$ cat src/rtl/fwsr_pkg.sv
// Summary of operation
// - host polls at the programmed address
// - host polls erase inside chosen sector
// - host takes data only from later read
// - host double reads, compares toggle bit
// - toggling with limit flag: recheck, reset
// - no limit flag: host reads on, each read compared with the one before
package fwsr_pkg;

    // register byte offsets on the ahb-lite port
    localparam logic [7:0] FWSR_CTRL_OFS   = 8'h00;
    localparam logic [7:0] FWSR_ADDR_OFS   = 8'h04;
    localparam logic [7:0] FWSR_WDATA_OFS  = 8'h08;
    localparam logic [7:0] FWSR_STATUS_OFS = 8'h0c;

    // ctrl fields
    localparam int FWSR_CTRL_GO_POS  = 0;
    localparam int FWSR_CTRL_OP_POS  = 1;
    localparam int FWSR_CTRL_SEL_POS = 3;

    // status fields
    localparam int FWSR_ST_BUSY_POS  = 0;
    localparam int FWSR_ST_DONE_POS  = 1;
    localparam int FWSR_ST_FAIL_POS  = 2;
    localparam int FWSR_ST_RDATA_POS = 8;

    // status byte bit positions of the flash
    localparam int FWSR_POLL_BIT   = 7;
    localparam int FWSR_ACT_BIT    = 6;
    localparam int FWSR_LIMIT_BIT  = 5;
    localparam int FWSR_SECTOR_BIT = 2;

    // reset values
    localparam logic [16:0] FWSR_ADDR_RST  = 17'h0_0000;
    localparam logic [7:0]  FWSR_WDATA_RST = 8'h00;
    localparam logic [7:0]  FWSR_RESET_CMD = 8'hf0;

    // bus timing, in ns, and the cycle counts at 10 mhz
    localparam int FWSR_CLK_NS    = 100;
    localparam int FWSR_WE_NS     = 200;
    localparam int FWSR_RD_NS     = 500;
    localparam int FWSR_REC_NS    = 100;
    localparam logic [3:0] FWSR_WE_CYC  = 4'((FWSR_WE_NS + FWSR_CLK_NS - 1) / FWSR_CLK_NS);
    localparam logic [3:0] FWSR_RD_CYC  = 4'((FWSR_RD_NS + FWSR_CLK_NS - 1) / FWSR_CLK_NS);
    localparam logic [3:0] FWSR_REC_CYC = 4'((FWSR_REC_NS + FWSR_CLK_NS - 1) / FWSR_CLK_NS);

    // operations started through ctrl
    typedef enum logic [1:0] {
        FWSR_OP_WRITE,
        FWSR_OP_READ,
        FWSR_OP_POLL,
        FWSR_OP_TOGGLE
    } fwsr_op_e;

    // bus cycle states
    typedef enum logic [2:0] {
        FWSR_S_IDLE,
        FWSR_S_WR,
        FWSR_S_WR_REC,
        FWSR_S_RD,
        FWSR_S_RD_REC
    } fwsr_state_e;

    // polling phases
    typedef enum logic [2:0] {
        FWSR_PH_FIRST,
        FWSR_PH_RUN,
        FWSR_PH_RECHECK,
        FWSR_PH_FINAL,
        FWSR_PH_RESET
    } fwsr_phase_e;

endpackage

$ cat src/rtl/fwsr_host.sv
// Local design decisions: the register addresses and the AHB-Lite slave port.
`timescale 1ns/1ps
// host side flash status poller with an ahb-lite register port
module fwsr_host
    import fwsr_pkg::*;
(
    input  wire logic        hclk,
    input  wire logic        hresetn,
    input  wire logic        hsel,
    input  wire logic [31:0] haddr,
    input  wire logic [1:0]  htrans,
    input  wire logic        hwrite,
    input  wire logic [2:0]  hsize,
    input  wire logic [31:0] hwdata,
    input  wire logic        hready,
    output logic      [31:0] hrdata,
    output logic             hreadyout,
    output logic             hresp,
    output logic      [16:0] flash_addr,
    output logic             flash_ce_n,
    output logic             flash_oe_n,
    output logic             flash_we_n,
    output logic      [7:0]  flash_dq_o,
    output logic             flash_dq_oe,
    input  wire logic [7:0]  flash_dq_i
);

    logic        wr_pend_q;     // write data phase pending
    logic [7:0]  wr_ofs_q;      // offset of pending write
    logic [16:0] addr_q;        // flash address register
    logic [7:0]  wdata_q;       // write data / expected byte
    fwsr_op_e    op_q;          // selected operation
    logic        sel_q;         // toggle bit select, 1 = sector toggle
    logic        go_q;          // one cycle start pulse
    fwsr_state_e state_q;       // bus cycle state
    fwsr_phase_e phase_q;       // polling phase
    logic [3:0]  cnt_q;         // strobe length counter
    logic [7:0]  rdata_q;       // last byte read
    logic        prev_q;        // toggle bit of previous read
    logic        done_q;        // operation finished
    logic        fail_q;        // operation failed, reset issued
    logic [7:0]  dq_sync;       // synchronised data bus
    logic        busy;          // an operation is running
    logic        last;          // counter at its last cycle

    // pick the toggle bit under watch
    function automatic logic tog_of(input logic [7:0] b, input logic s);
        return s ? b[FWSR_SECTOR_BIT] : b[FWSR_ACT_BIT];
    endfunction

    // register read mux
    function automatic logic [31:0] reg_read(input logic [7:0] ofs);
        logic [31:0] r;
        r = '0;
        unique case (ofs)
            FWSR_CTRL_OFS: begin
                r[FWSR_CTRL_OP_POS +: 2] = op_q;
                r[FWSR_CTRL_SEL_POS]     = sel_q;
            end
            FWSR_ADDR_OFS:  r[16:0] = addr_q;
            FWSR_WDATA_OFS: r[7:0]  = wdata_q;
            FWSR_STATUS_OFS: begin
                r[FWSR_ST_BUSY_POS]       = busy;
                r[FWSR_ST_DONE_POS]       = done_q;
                r[FWSR_ST_FAIL_POS]       = fail_q;
                r[FWSR_ST_RDATA_POS +: 8] = rdata_q;
            end
            default: r = '0;
        endcase
        return r;
    endfunction

    assign busy       = (state_q != FWSR_S_IDLE);
    assign last       = (cnt_q == 4'h1);
    assign hreadyout  = 1'b1;
    assign hresp      = 1'b0;
    assign flash_addr = addr_q;

    // data bus pins come from the flash's own timing
    fwsr_sync #(
        .W (8)
    ) u_sync (
        .hclk    (hclk),
        .hresetn (hresetn),
        .din     (flash_dq_i),
        .dout    (dq_sync)
    );

    // ahb address phase capture, read data registered
    always_ff @(posedge hclk or negedge hresetn) begin
        if (!hresetn) begin
            wr_pend_q <= 1'b0;
            wr_ofs_q  <= 8'h00;
            hrdata    <= 32'h0000_0000;
        end else if (hready) begin
            wr_pend_q <= hsel & htrans[1] & hwrite;
            wr_ofs_q  <= haddr[7:0];
            if (hsel && htrans[1] && !hwrite) begin
                hrdata <= reg_read(haddr[7:0]);
            end else begin
                hrdata <= 32'h0000_0000;
            end
        end
    end

    // software registers, ignored while an operation runs
    always_ff @(posedge hclk or negedge hresetn) begin
        if (!hresetn) begin
            addr_q  <= FWSR_ADDR_RST;
            wdata_q <= FWSR_WDATA_RST;
            op_q    <= FWSR_OP_WRITE;
            sel_q   <= 1'b0;
            go_q    <= 1'b0;
        end else begin
            go_q <= 1'b0;
            if (wr_pend_q && !busy && !go_q) begin
                unique case (wr_ofs_q)
                    FWSR_CTRL_OFS: begin
                        op_q  <= fwsr_op_e'(hwdata[FWSR_CTRL_OP_POS +: 2]);
                        sel_q <= hwdata[FWSR_CTRL_SEL_POS];
                        go_q  <= hwdata[FWSR_CTRL_GO_POS];
                    end
                    FWSR_ADDR_OFS:  addr_q  <= hwdata[16:0];
                    FWSR_WDATA_OFS: wdata_q <= hwdata[7:0];
                    default: ;
                endcase
            end
        end
    end

    // flash bus cycles and polling decisions
    always_ff @(posedge hclk or negedge hresetn) begin
        if (!hresetn) begin
            state_q     <= FWSR_S_IDLE;
            phase_q     <= FWSR_PH_FIRST;
            cnt_q       <= 4'h0;
            rdata_q     <= 8'h00;
            prev_q      <= 1'b0;
            done_q      <= 1'b0;
            fail_q      <= 1'b0;
            flash_ce_n  <= 1'b1;
            flash_oe_n  <= 1'b1;
            flash_we_n  <= 1'b1;
            flash_dq_o  <= 8'h00;
            flash_dq_oe <= 1'b0;
        end else begin
            unique case (state_q)
                FWSR_S_IDLE: begin
                    if (go_q) begin
                        done_q  <= 1'b0;
                        fail_q  <= 1'b0;
                        // every toggle start re-runs the double read
                        phase_q <= FWSR_PH_FIRST;
                        if (op_q == FWSR_OP_WRITE) begin
                            state_q     <= FWSR_S_WR;
                            cnt_q       <= FWSR_WE_CYC;
                            flash_dq_o  <= wdata_q;
                            flash_dq_oe <= 1'b1;
                            flash_ce_n  <= 1'b0;
                            flash_we_n  <= 1'b0;
                        end else begin
                            state_q    <= FWSR_S_RD;
                            cnt_q      <= FWSR_RD_CYC;
                            flash_ce_n <= 1'b0;
                            flash_oe_n <= 1'b0;
                        end
                    end
                end
                FWSR_S_WR: begin
                    if (last) begin
                        flash_we_n <= 1'b1;
                        flash_ce_n <= 1'b1;
                        state_q    <= FWSR_S_WR_REC;
                        cnt_q      <= FWSR_REC_CYC;
                    end else begin
                        cnt_q <= cnt_q - 4'h1;
                    end
                end
                FWSR_S_WR_REC: begin
                    if (last) begin
                        flash_dq_oe <= 1'b0;
                        state_q     <= FWSR_S_IDLE;
                        // a reset write after failure leaves done low
                        done_q      <= (phase_q != FWSR_PH_RESET);
                    end else begin
                        cnt_q <= cnt_q - 4'h1;
                    end
                end
                FWSR_S_RD: begin
                    if (last) begin
                        rdata_q    <= dq_sync;
                        flash_ce_n <= 1'b1;
                        flash_oe_n <= 1'b1;
                        state_q    <= FWSR_S_RD_REC;
                        cnt_q      <= FWSR_REC_CYC;
                    end else begin
                        cnt_q <= cnt_q - 4'h1;
                    end
                end
                FWSR_S_RD_REC: begin
                    if (!last) begin
                        cnt_q <= cnt_q - 4'h1;
                    end else if (op_q == FWSR_OP_READ || phase_q == FWSR_PH_FINAL) begin
                        // data taken from the read after completion
                        done_q  <= 1'b1;
                        state_q <= FWSR_S_IDLE;
                    end else if (op_q == FWSR_OP_POLL) begin
                        state_q    <= FWSR_S_RD;
                        cnt_q      <= FWSR_RD_CYC;
                        flash_ce_n <= 1'b0;
                        flash_oe_n <= 1'b0;
                        if (rdata_q[FWSR_POLL_BIT] == wdata_q[FWSR_POLL_BIT]) begin
                            // true bit seen, one more read
                            phase_q <= FWSR_PH_FINAL;
                        end else if (phase_q == FWSR_PH_RECHECK) begin
                            phase_q     <= FWSR_PH_RESET;
                            flash_ce_n  <= 1'b0;
                            fail_q      <= 1'b1;
                            state_q     <= FWSR_S_WR;
                            cnt_q       <= FWSR_WE_CYC;
                            flash_dq_o  <= FWSR_RESET_CMD;
                            flash_dq_oe <= 1'b1;
                            flash_oe_n  <= 1'b1;
                            flash_we_n  <= 1'b0;
                        end else if (rdata_q[FWSR_LIMIT_BIT]) begin
                            phase_q <= FWSR_PH_RECHECK;
                        end else begin
                            phase_q <= FWSR_PH_RUN;
                        end
                    end else begin
                        state_q    <= FWSR_S_RD;
                        cnt_q      <= FWSR_RD_CYC;
                        flash_ce_n <= 1'b0;
                        flash_oe_n <= 1'b0;
                        prev_q     <= tog_of(rdata_q, sel_q);
                        if (phase_q == FWSR_PH_FIRST) begin
                            phase_q <= FWSR_PH_RUN;
                        end else if (tog_of(rdata_q, sel_q) == prev_q) begin
                            // steady bit, array data next read
                            phase_q <= FWSR_PH_FINAL;
                        end else if (phase_q == FWSR_PH_RECHECK) begin
                            phase_q     <= FWSR_PH_RESET;
                            flash_ce_n  <= 1'b0;
                            fail_q      <= 1'b1;
                            state_q     <= FWSR_S_WR;
                            cnt_q       <= FWSR_WE_CYC;
                            flash_dq_o  <= FWSR_RESET_CMD;
                            flash_dq_oe <= 1'b1;
                            flash_oe_n  <= 1'b1;
                            flash_we_n  <= 1'b0;
                        end else if (rdata_q[FWSR_LIMIT_BIT]) begin
                            phase_q <= FWSR_PH_RECHECK;
                        end
                    end
                end
            endcase
        end
    end

endmodule

$ cat src/rtl/fwsr_sync.sv
`timescale 1ns/1ps
// three stage pin synchroniser, output moves once stages two and three agree
module fwsr_sync
    import fwsr_pkg::*;
#(
    parameter int W = 8
) (
    input  wire logic         hclk,
    input  wire logic         hresetn,
    input  wire logic [W-1:0] din,
    output logic      [W-1:0] dout
);

    logic [W-1:0] s1_q;     // first stage, read only by s2
    logic [W-1:0] s2_q;     // second stage
    logic [W-1:0] s3_q;     // third stage

    // shift chain
    always_ff @(posedge hclk or negedge hresetn) begin
        if (!hresetn) begin
            s1_q <= '0;
            s2_q <= '0;
            s3_q <= '0;
        end else begin
            s1_q <= din;
            s2_q <= s1_q;
            s3_q <= s2_q;
        end
    end

    // accept a change only when settled
    always_ff @(posedge hclk or negedge hresetn) begin
        if (!hresetn) begin
            dout <= '0;
        end else if (s2_q == s3_q) begin
            dout <= s3_q;
        end
    end

endmodule

$ cat config.mk
export PLATFORM = sky130hd
export DESIGN_NAME = fwsr_host
export DESIGN_NICKNAME = d
export VERILOG_FILES = /design/src/rtl/fwsr_pkg.sv /design/src/rtl/fwsr_host.sv /design/src/rtl/fwsr_sync.sv
export SDC_FILE = /design/constraint.sdc
export NUM_CORES = 1
export LEC_CHECK = 0
export BUFFER_PORTS_ARGS = -buffer_cell sky130_fd_sc_hd__buf_2
export CAP_MARGIN = 10
export CORE_UTILIZATION = 50
export CTS_BUF_LIST = sky130_fd_sc_hd__clkbuf_8
export CTS_CLUSTER_SIZE = 16
export DETAILED_ROUTE_END_ITERATION = 12
export GPL_TIMING_DRIVEN = 0
export PLACE_DENSITY_LB_ADDON = 0.15
export SETUP_SLACK_MARGIN = 0.1
export SLEW_MARGIN = 20
export SYNTH_ARGS = -nofsm -noshare
export SYNTH_HDL_FRONTEND = slang
export SYNTH_SLANG_ARGS = --single-unit
$ cat constraint.sdc
create_clock -name hclk -period 2.3 [get_ports hclk]
set_input_delay 0.345 -clock hclk [delete_from_list [all_inputs] [get_ports hclk]]
set_output_delay 0.345 -clock hclk [all_outputs]
set_load 0.03 [all_outputs]
---- After elaboration in Yosys (flattened, before gate mapping) ----
Cells that the tools add are included.
storage, ports and cells
  flip-flop bits (word level) ............. 135
  output and inout port bits .............. 63
  logic and storage cells ................. 203
cells by class
  add/subtract/negate cells ............... 1
  eq/ne operators ......................... 34
  muxes and demuxes ....................... 105
  bitwise operators ....................... 4
  reduce and logical (&&, ||, !) cells .... 35
operators with widths
  operator                                                               count
  8-bit 2-to-1 mux                                                       9
  3-bit 2-to-1 mux                                                       22
  1-bit 2-to-1 mux                                                       46
  8-bit case mux with 2 select lines                                     2
  8-bit by 4-bit equality test with 1-bit output, second input constant  3
  4-bit 2-to-1 mux                                                       6
  1-bit case mux with 3 select lines                                     7
  2-bit != test, second input constant                                   10
  5-bit AND reduction                                                    4
  9-bit AND reduction                                                    2
  17-bit 2-to-1 mux                                                      1
  8-bit by 3-bit equality test with 1-bit output, second input constant  2
  8-bit logical NOT                                                      2
  4-bit case mux with 4 select lines                                     1
  3-bit != test, second input constant                                   5
  3-bit case mux with 5 select lines                                     1
  3-bit nonzero test                                                     5
  3-bit by 2-bit equality test with 1-bit output, second input constant  4
  2-bit 2-to-1 mux                                                       6
  8-bit equality test                                                    1
  2-bit case mux with 4 select lines                                     1
  4-bit case mux with 2 select lines                                     1
  2-bit AND reduction                                                    4
  8-bit AND reduction                                                    1
  24 further kinds                                                       33

---- Logic depth before layout (Yosys ltp) ----
  word-level depth ........................ 8
  depth in mapped cells ................... 8
  depth with buffers taken out ............ 7

---- Cells and area by module ----
From an unflattened synthesis, not the netlist that was laid out.
second synthesis, totals
  cell total of the unflattened synthesis .. 436
  area total of the unflattened synthesis .. 5,337.6 um^2
by module, submodules not included
  module     times used  cells an instance  area an instance (um^2)  sequential area each (um^2)
  fwsr_host  1           385                4,360.4                  2,205.9
  fwsr_sync  1           51                 977.2                    800.8

---- Worst setup path before layout ----
No wires, ideal clock.
  path kind ............................... reg2reg
  from .................................... reg state_q[1]
  to ...................................... reg addr_q[10], in the netlist flash_addr[10]
  library setup time ...................... 125 ps
  data arrival time ....................... 1,964 ps
  path slack .............................. 211 ps
  cell stages (with the launch flop) ...... 8
  buffers on the path ..................... 2
  period minus slack after synthesis ...... 2,089 ps
  path through ............................ dfrtp_1 > buf_6 > or3_4 > nor2_4 > nand3_4 > nor3b_4 > buf_6 > mux2_2
between the ends
  longest elaborated chain between the ends .. 5
RTL lines
  what                             RTL line          RTL
  start, declared                  fwsr_host.sv:35   fwsr_state_e state_q;
  start signal, assigned           fwsr_host.sv:134  state_q <= FWSR_S_IDLE;
  start signal, assigned           fwsr_host.sv:155  state_q <= FWSR_S_WR;
  start signal, assigned           fwsr_host.sv:162  state_q <= FWSR_S_RD;
  3-bit nonzero test               fwsr_host.sv:73   assign busy = (state_q != FWSR_S_IDLE);
  1-bit logical NOT                fwsr_host.sv:116  if (wr_pend_q && !busy && !go_q) begin
  1-bit logical AND (2 in series)  fwsr_host.sv:116
  2-bit AND reduction (no line)    -
  end signal, assigned             fwsr_host.sv:123  FWSR_ADDR_OFS: addr_q <= hwdata[16:0];
  end, declared                    fwsr_host.sv:30   logic [16:0] addr_q;
Every way passes these cells.
A chain may end at the register's enable or synchronous reset.

---- Worst setup path after layout ----
  from .................................... reg state_q[1]
  to ...................................... reg addr_q[14], in the netlist flash_addr[14]
Same word-level chain as after synthesis.

==> results.txt <==
initial antenna violation count: 0
post-route ant nets: 0
clock transition at the registers of the reported paths: 0.09 ns
R2R Path End: flash_addr[14]$_DFFE_PN0P_
number of synthesized flops with an enable pin: 0
routed vias: 3913
synthesized cell area: 0.00532 mm²
Leak: 3.18 nW
CTS tree: built
Tcrit/Tclk final: 0.945
Synth area leaders: dfrtp_1 55%, mux2_2 11%, o2bb2ai_1 2.6%
clk root buf: clkbuf_8
Worst Skew: 0.0120 ns
Most common cell on crit path: buf_6
post-synthesis register bit count: 120
total core area: 0.0103 mm²
CP Class: reg -> reg
Synth Flop Type: dfrtp_1
CP startpoint kind: flip-flop
final hold violation count: 0
xor/xnor share of the synthesized area: 0.0181
RSZ-0062 raised after global routing: true
fmax: 460 MHz
P&R area growth vs syn: 24.1%
status: finished clean
WL per Instance: 17.1 µm
total CTS buffers: 17
clock sink total: 120
Slew @ Worst Pin: 0.630 ns
final setup vio count: 0
first-pass GRT wire length: 20200 µm
initial DRC count: 180
Syn Area/Cell: 12.5 µm²
pwr dens: 859 mW/mm²
final wirelength: 12100 µm
final core occ: 0.640
CP top delay family: simple AND/OR/NAND/NOR gates
Die H: 105 µm
Layout fillers: 846
htree depth: 4
main combinational cell family by area after synthesis: compound AO/OA/AOI/OAI gates
Starting Density: 0.516
Compound-Gate Fraction of Synth Area: 0.139
Clock Latency Late Sink: 0.44 ns
Max clock buf depth: 2
max-cap violation count: 0
hold path start: hwdata[11]
Buf/Inv on CP: 2
vias in the first global route: 3907
pin count of the biggest net entering global routing: 82
top cell type's share of synthesized area: 0.550
crit path time final: 2.17 ns
post-synthesis async set-or-reset flop share: 1.00
crit-path cells: buf_6 -> or3_4 -> nor2_4 -> nand3_4 -> nor3b_4 -> buf_6 -> mux2_2
slew margin rel.: 0.577
Hold WS: 0.131 ns
Worst Setup End Kind: flip-flop
CP required: 2.62 ns
area of the multi-input gates: 0.00218 mm²
WHS Path Cells: 2
final slew viol count: 0
io pins: 145
Initial DRT Pass Iterations: 4
final instance area: 0.00661 mm²
gr ovfl total: 0
Die Span X: 105 µm
Post-Synth Simple-Gate Area: 0.0997
r2r setup slk: 0.13 ns
Critical Path AT: 2.50 ns
Vias per Instance: 5.53
number of port buffers: 82
area post-placement: 0.00599 mm²
Pwr Total: 5.67 mW
gr usage total: 0.239
Mapped Cells: 426
min-delay worst type: in -> reg
Cell variety after synth: 67
layout cells sized above 1: 0.395
hold path endpoint: flash_addr[11]$_DFFE_PN0P_
Seq/Total Area, Yosys: 0.565
Post-Synth Adder-Cell Area: 0.00470
multiplexer area fraction after synthesis: 0.122
Layout Nets: 643
R2R cell count: 7
CP max stage cell: or3_4
FF-to-FF Start: state_q[1]$_DFFE_PN0P_
# DRC: 0
post-DP HPWL: 8200 µm
maximum VDD drop: 513 µV
Register Area: 0.00301 mm²
GPL Wtd Cong: 0.852
cell taking the most area after synthesis: dfrtp_1
CP max FO: 10
number of diodes: 0
Worst path max stage delay: 0.40 ns
synth warn: 0
row cnt: 37
die area: 0.0111 mm²
[Yosys cell counts (7+ instances only)]
cell       instances
dfrtp_1          117
mux2_2            52
nor2_1            18
o21ai_0           18
buf_4             17
o2bb2ai_1         16
clkbuf_1          15
a21oi_1           14
a22oi_1           14
nand2_1           14
xor2_1            10
inv_1              9
nor3_1             7
[logic make-up after synthesis]
kind of cell / count (synthesis)
AND/OR/NAND/NOR: 85
other: 2
XOR/XNOR: 11
multiplexers: 56
buffers and inverters: 48
adder cells (fa/ha/maj): 2
AO/OA/AOI/OAI: 102
flip-flops: 120
[where the power goes]
group	switching [mW]	internal [mW]	total [mW]	leakage, nW
logic	0.831	0.539	1.37	1.42
clock network	1.02	0.809	1.83	0.191
registers	0.147	2.33	2.47	1.57
total	1.99	3.68	5.67	3.18
[through the flow]
stage,instances,setup slack (ns),TNS [ns]
2_1_floorplan,441,0.211,0
3_3_place_gp,659,-0.562,-65.63
3_5_place_dp,660,-0.136,-1.84
4_1_cts,705,0.103,0
5_1_grt,708,0.0493,0
6_report,708,0.126,0
[state kept, by name, summed over array words and instances, names as in the netlist, 8 cells and up]
register	flops
flash_dq_o	8
wdata_q	8
hrdata	17
u_sync.s1_q	8
u_sync.s2_q	8
rdata_q	8
u_sync.s3_q	8
wr_ofs_q	8
flash_addr	17
u_sync.dout	8
[placed cells by master (no fill, tap or decap), types with 16 or more instances in the layout]
master     instances
buf_2             84
dfrtp_1          117
o21ai_0           17
conb_1            17
mux2_2            52
o2bb2ai_1         16
clkbuf_8          17
buf_4             24
nor2_1            18
[layer usage]
| metal | routed length [µm] | track usage | vias up |
|---|---|---|---|
| li1 | - | - | 1814 |
| met1 | 5320 | 0.313 | 1946 |
| met2 | 5870 | 0.385 | 132 |
| met3 | 636 | 0.0493 | 21 |
| met4 | 274 | 0.108 | 0 |
| met5 | 0 | 0 | - |
[final cells by class]
type,count,area share
tap,136,0.0258
buffer,38,0.0350
sequential,120,0.455
inverter,10,0.00568
clock buffer,17,0.0354
clock inverter,15,0.0233
multi-input combinational,273,0.330
timing repair buffer,99,0.0894
[repair_timing]
action | CTS | global route
setup endpoints to repair | 32 | 43
hold buffers | 9 | 0
endpoints found under the hold margin | 47 | 0
pin swaps | 3 | 2
resized for setup | 7 | 16
setup buffers | 4 | 3
[how the worst max path moves through the flow]
stage / from / endpoint / slack (ns) / cells after the start
5_1_grt: cnt_q[1]$_DFFE_PN0P_ / cnt_q[1]$_DFFE_PN0P_ / 0.05 / 7
4_1_cts: cnt_q[1]$_DFFE_PN0P_ / phase_q[2]$_DFFE_PN0P_ / 0.10 / 8
3_3_place_gp: hresetn / u_sync.s1_q[2]$_DFF_PN0_ / -0.56 / 1
2_1_floorplan: state_q[1]$_DFFE_PN0P_ / flash_addr[10]$_DFFE_PN0P_ / 0.21 / 7
3_5_place_dp: cnt_q[1]$_DFFE_PN0P_ / flash_dq_o[4]$_DFFE_PN0P_ / -0.14 / 8
6_report: state_q[1]$_DFFE_PN0P_ / flash_addr[14]$_DFFE_PN0P_ / 0.13 / 7
Power figures use the tool's default switching activity.
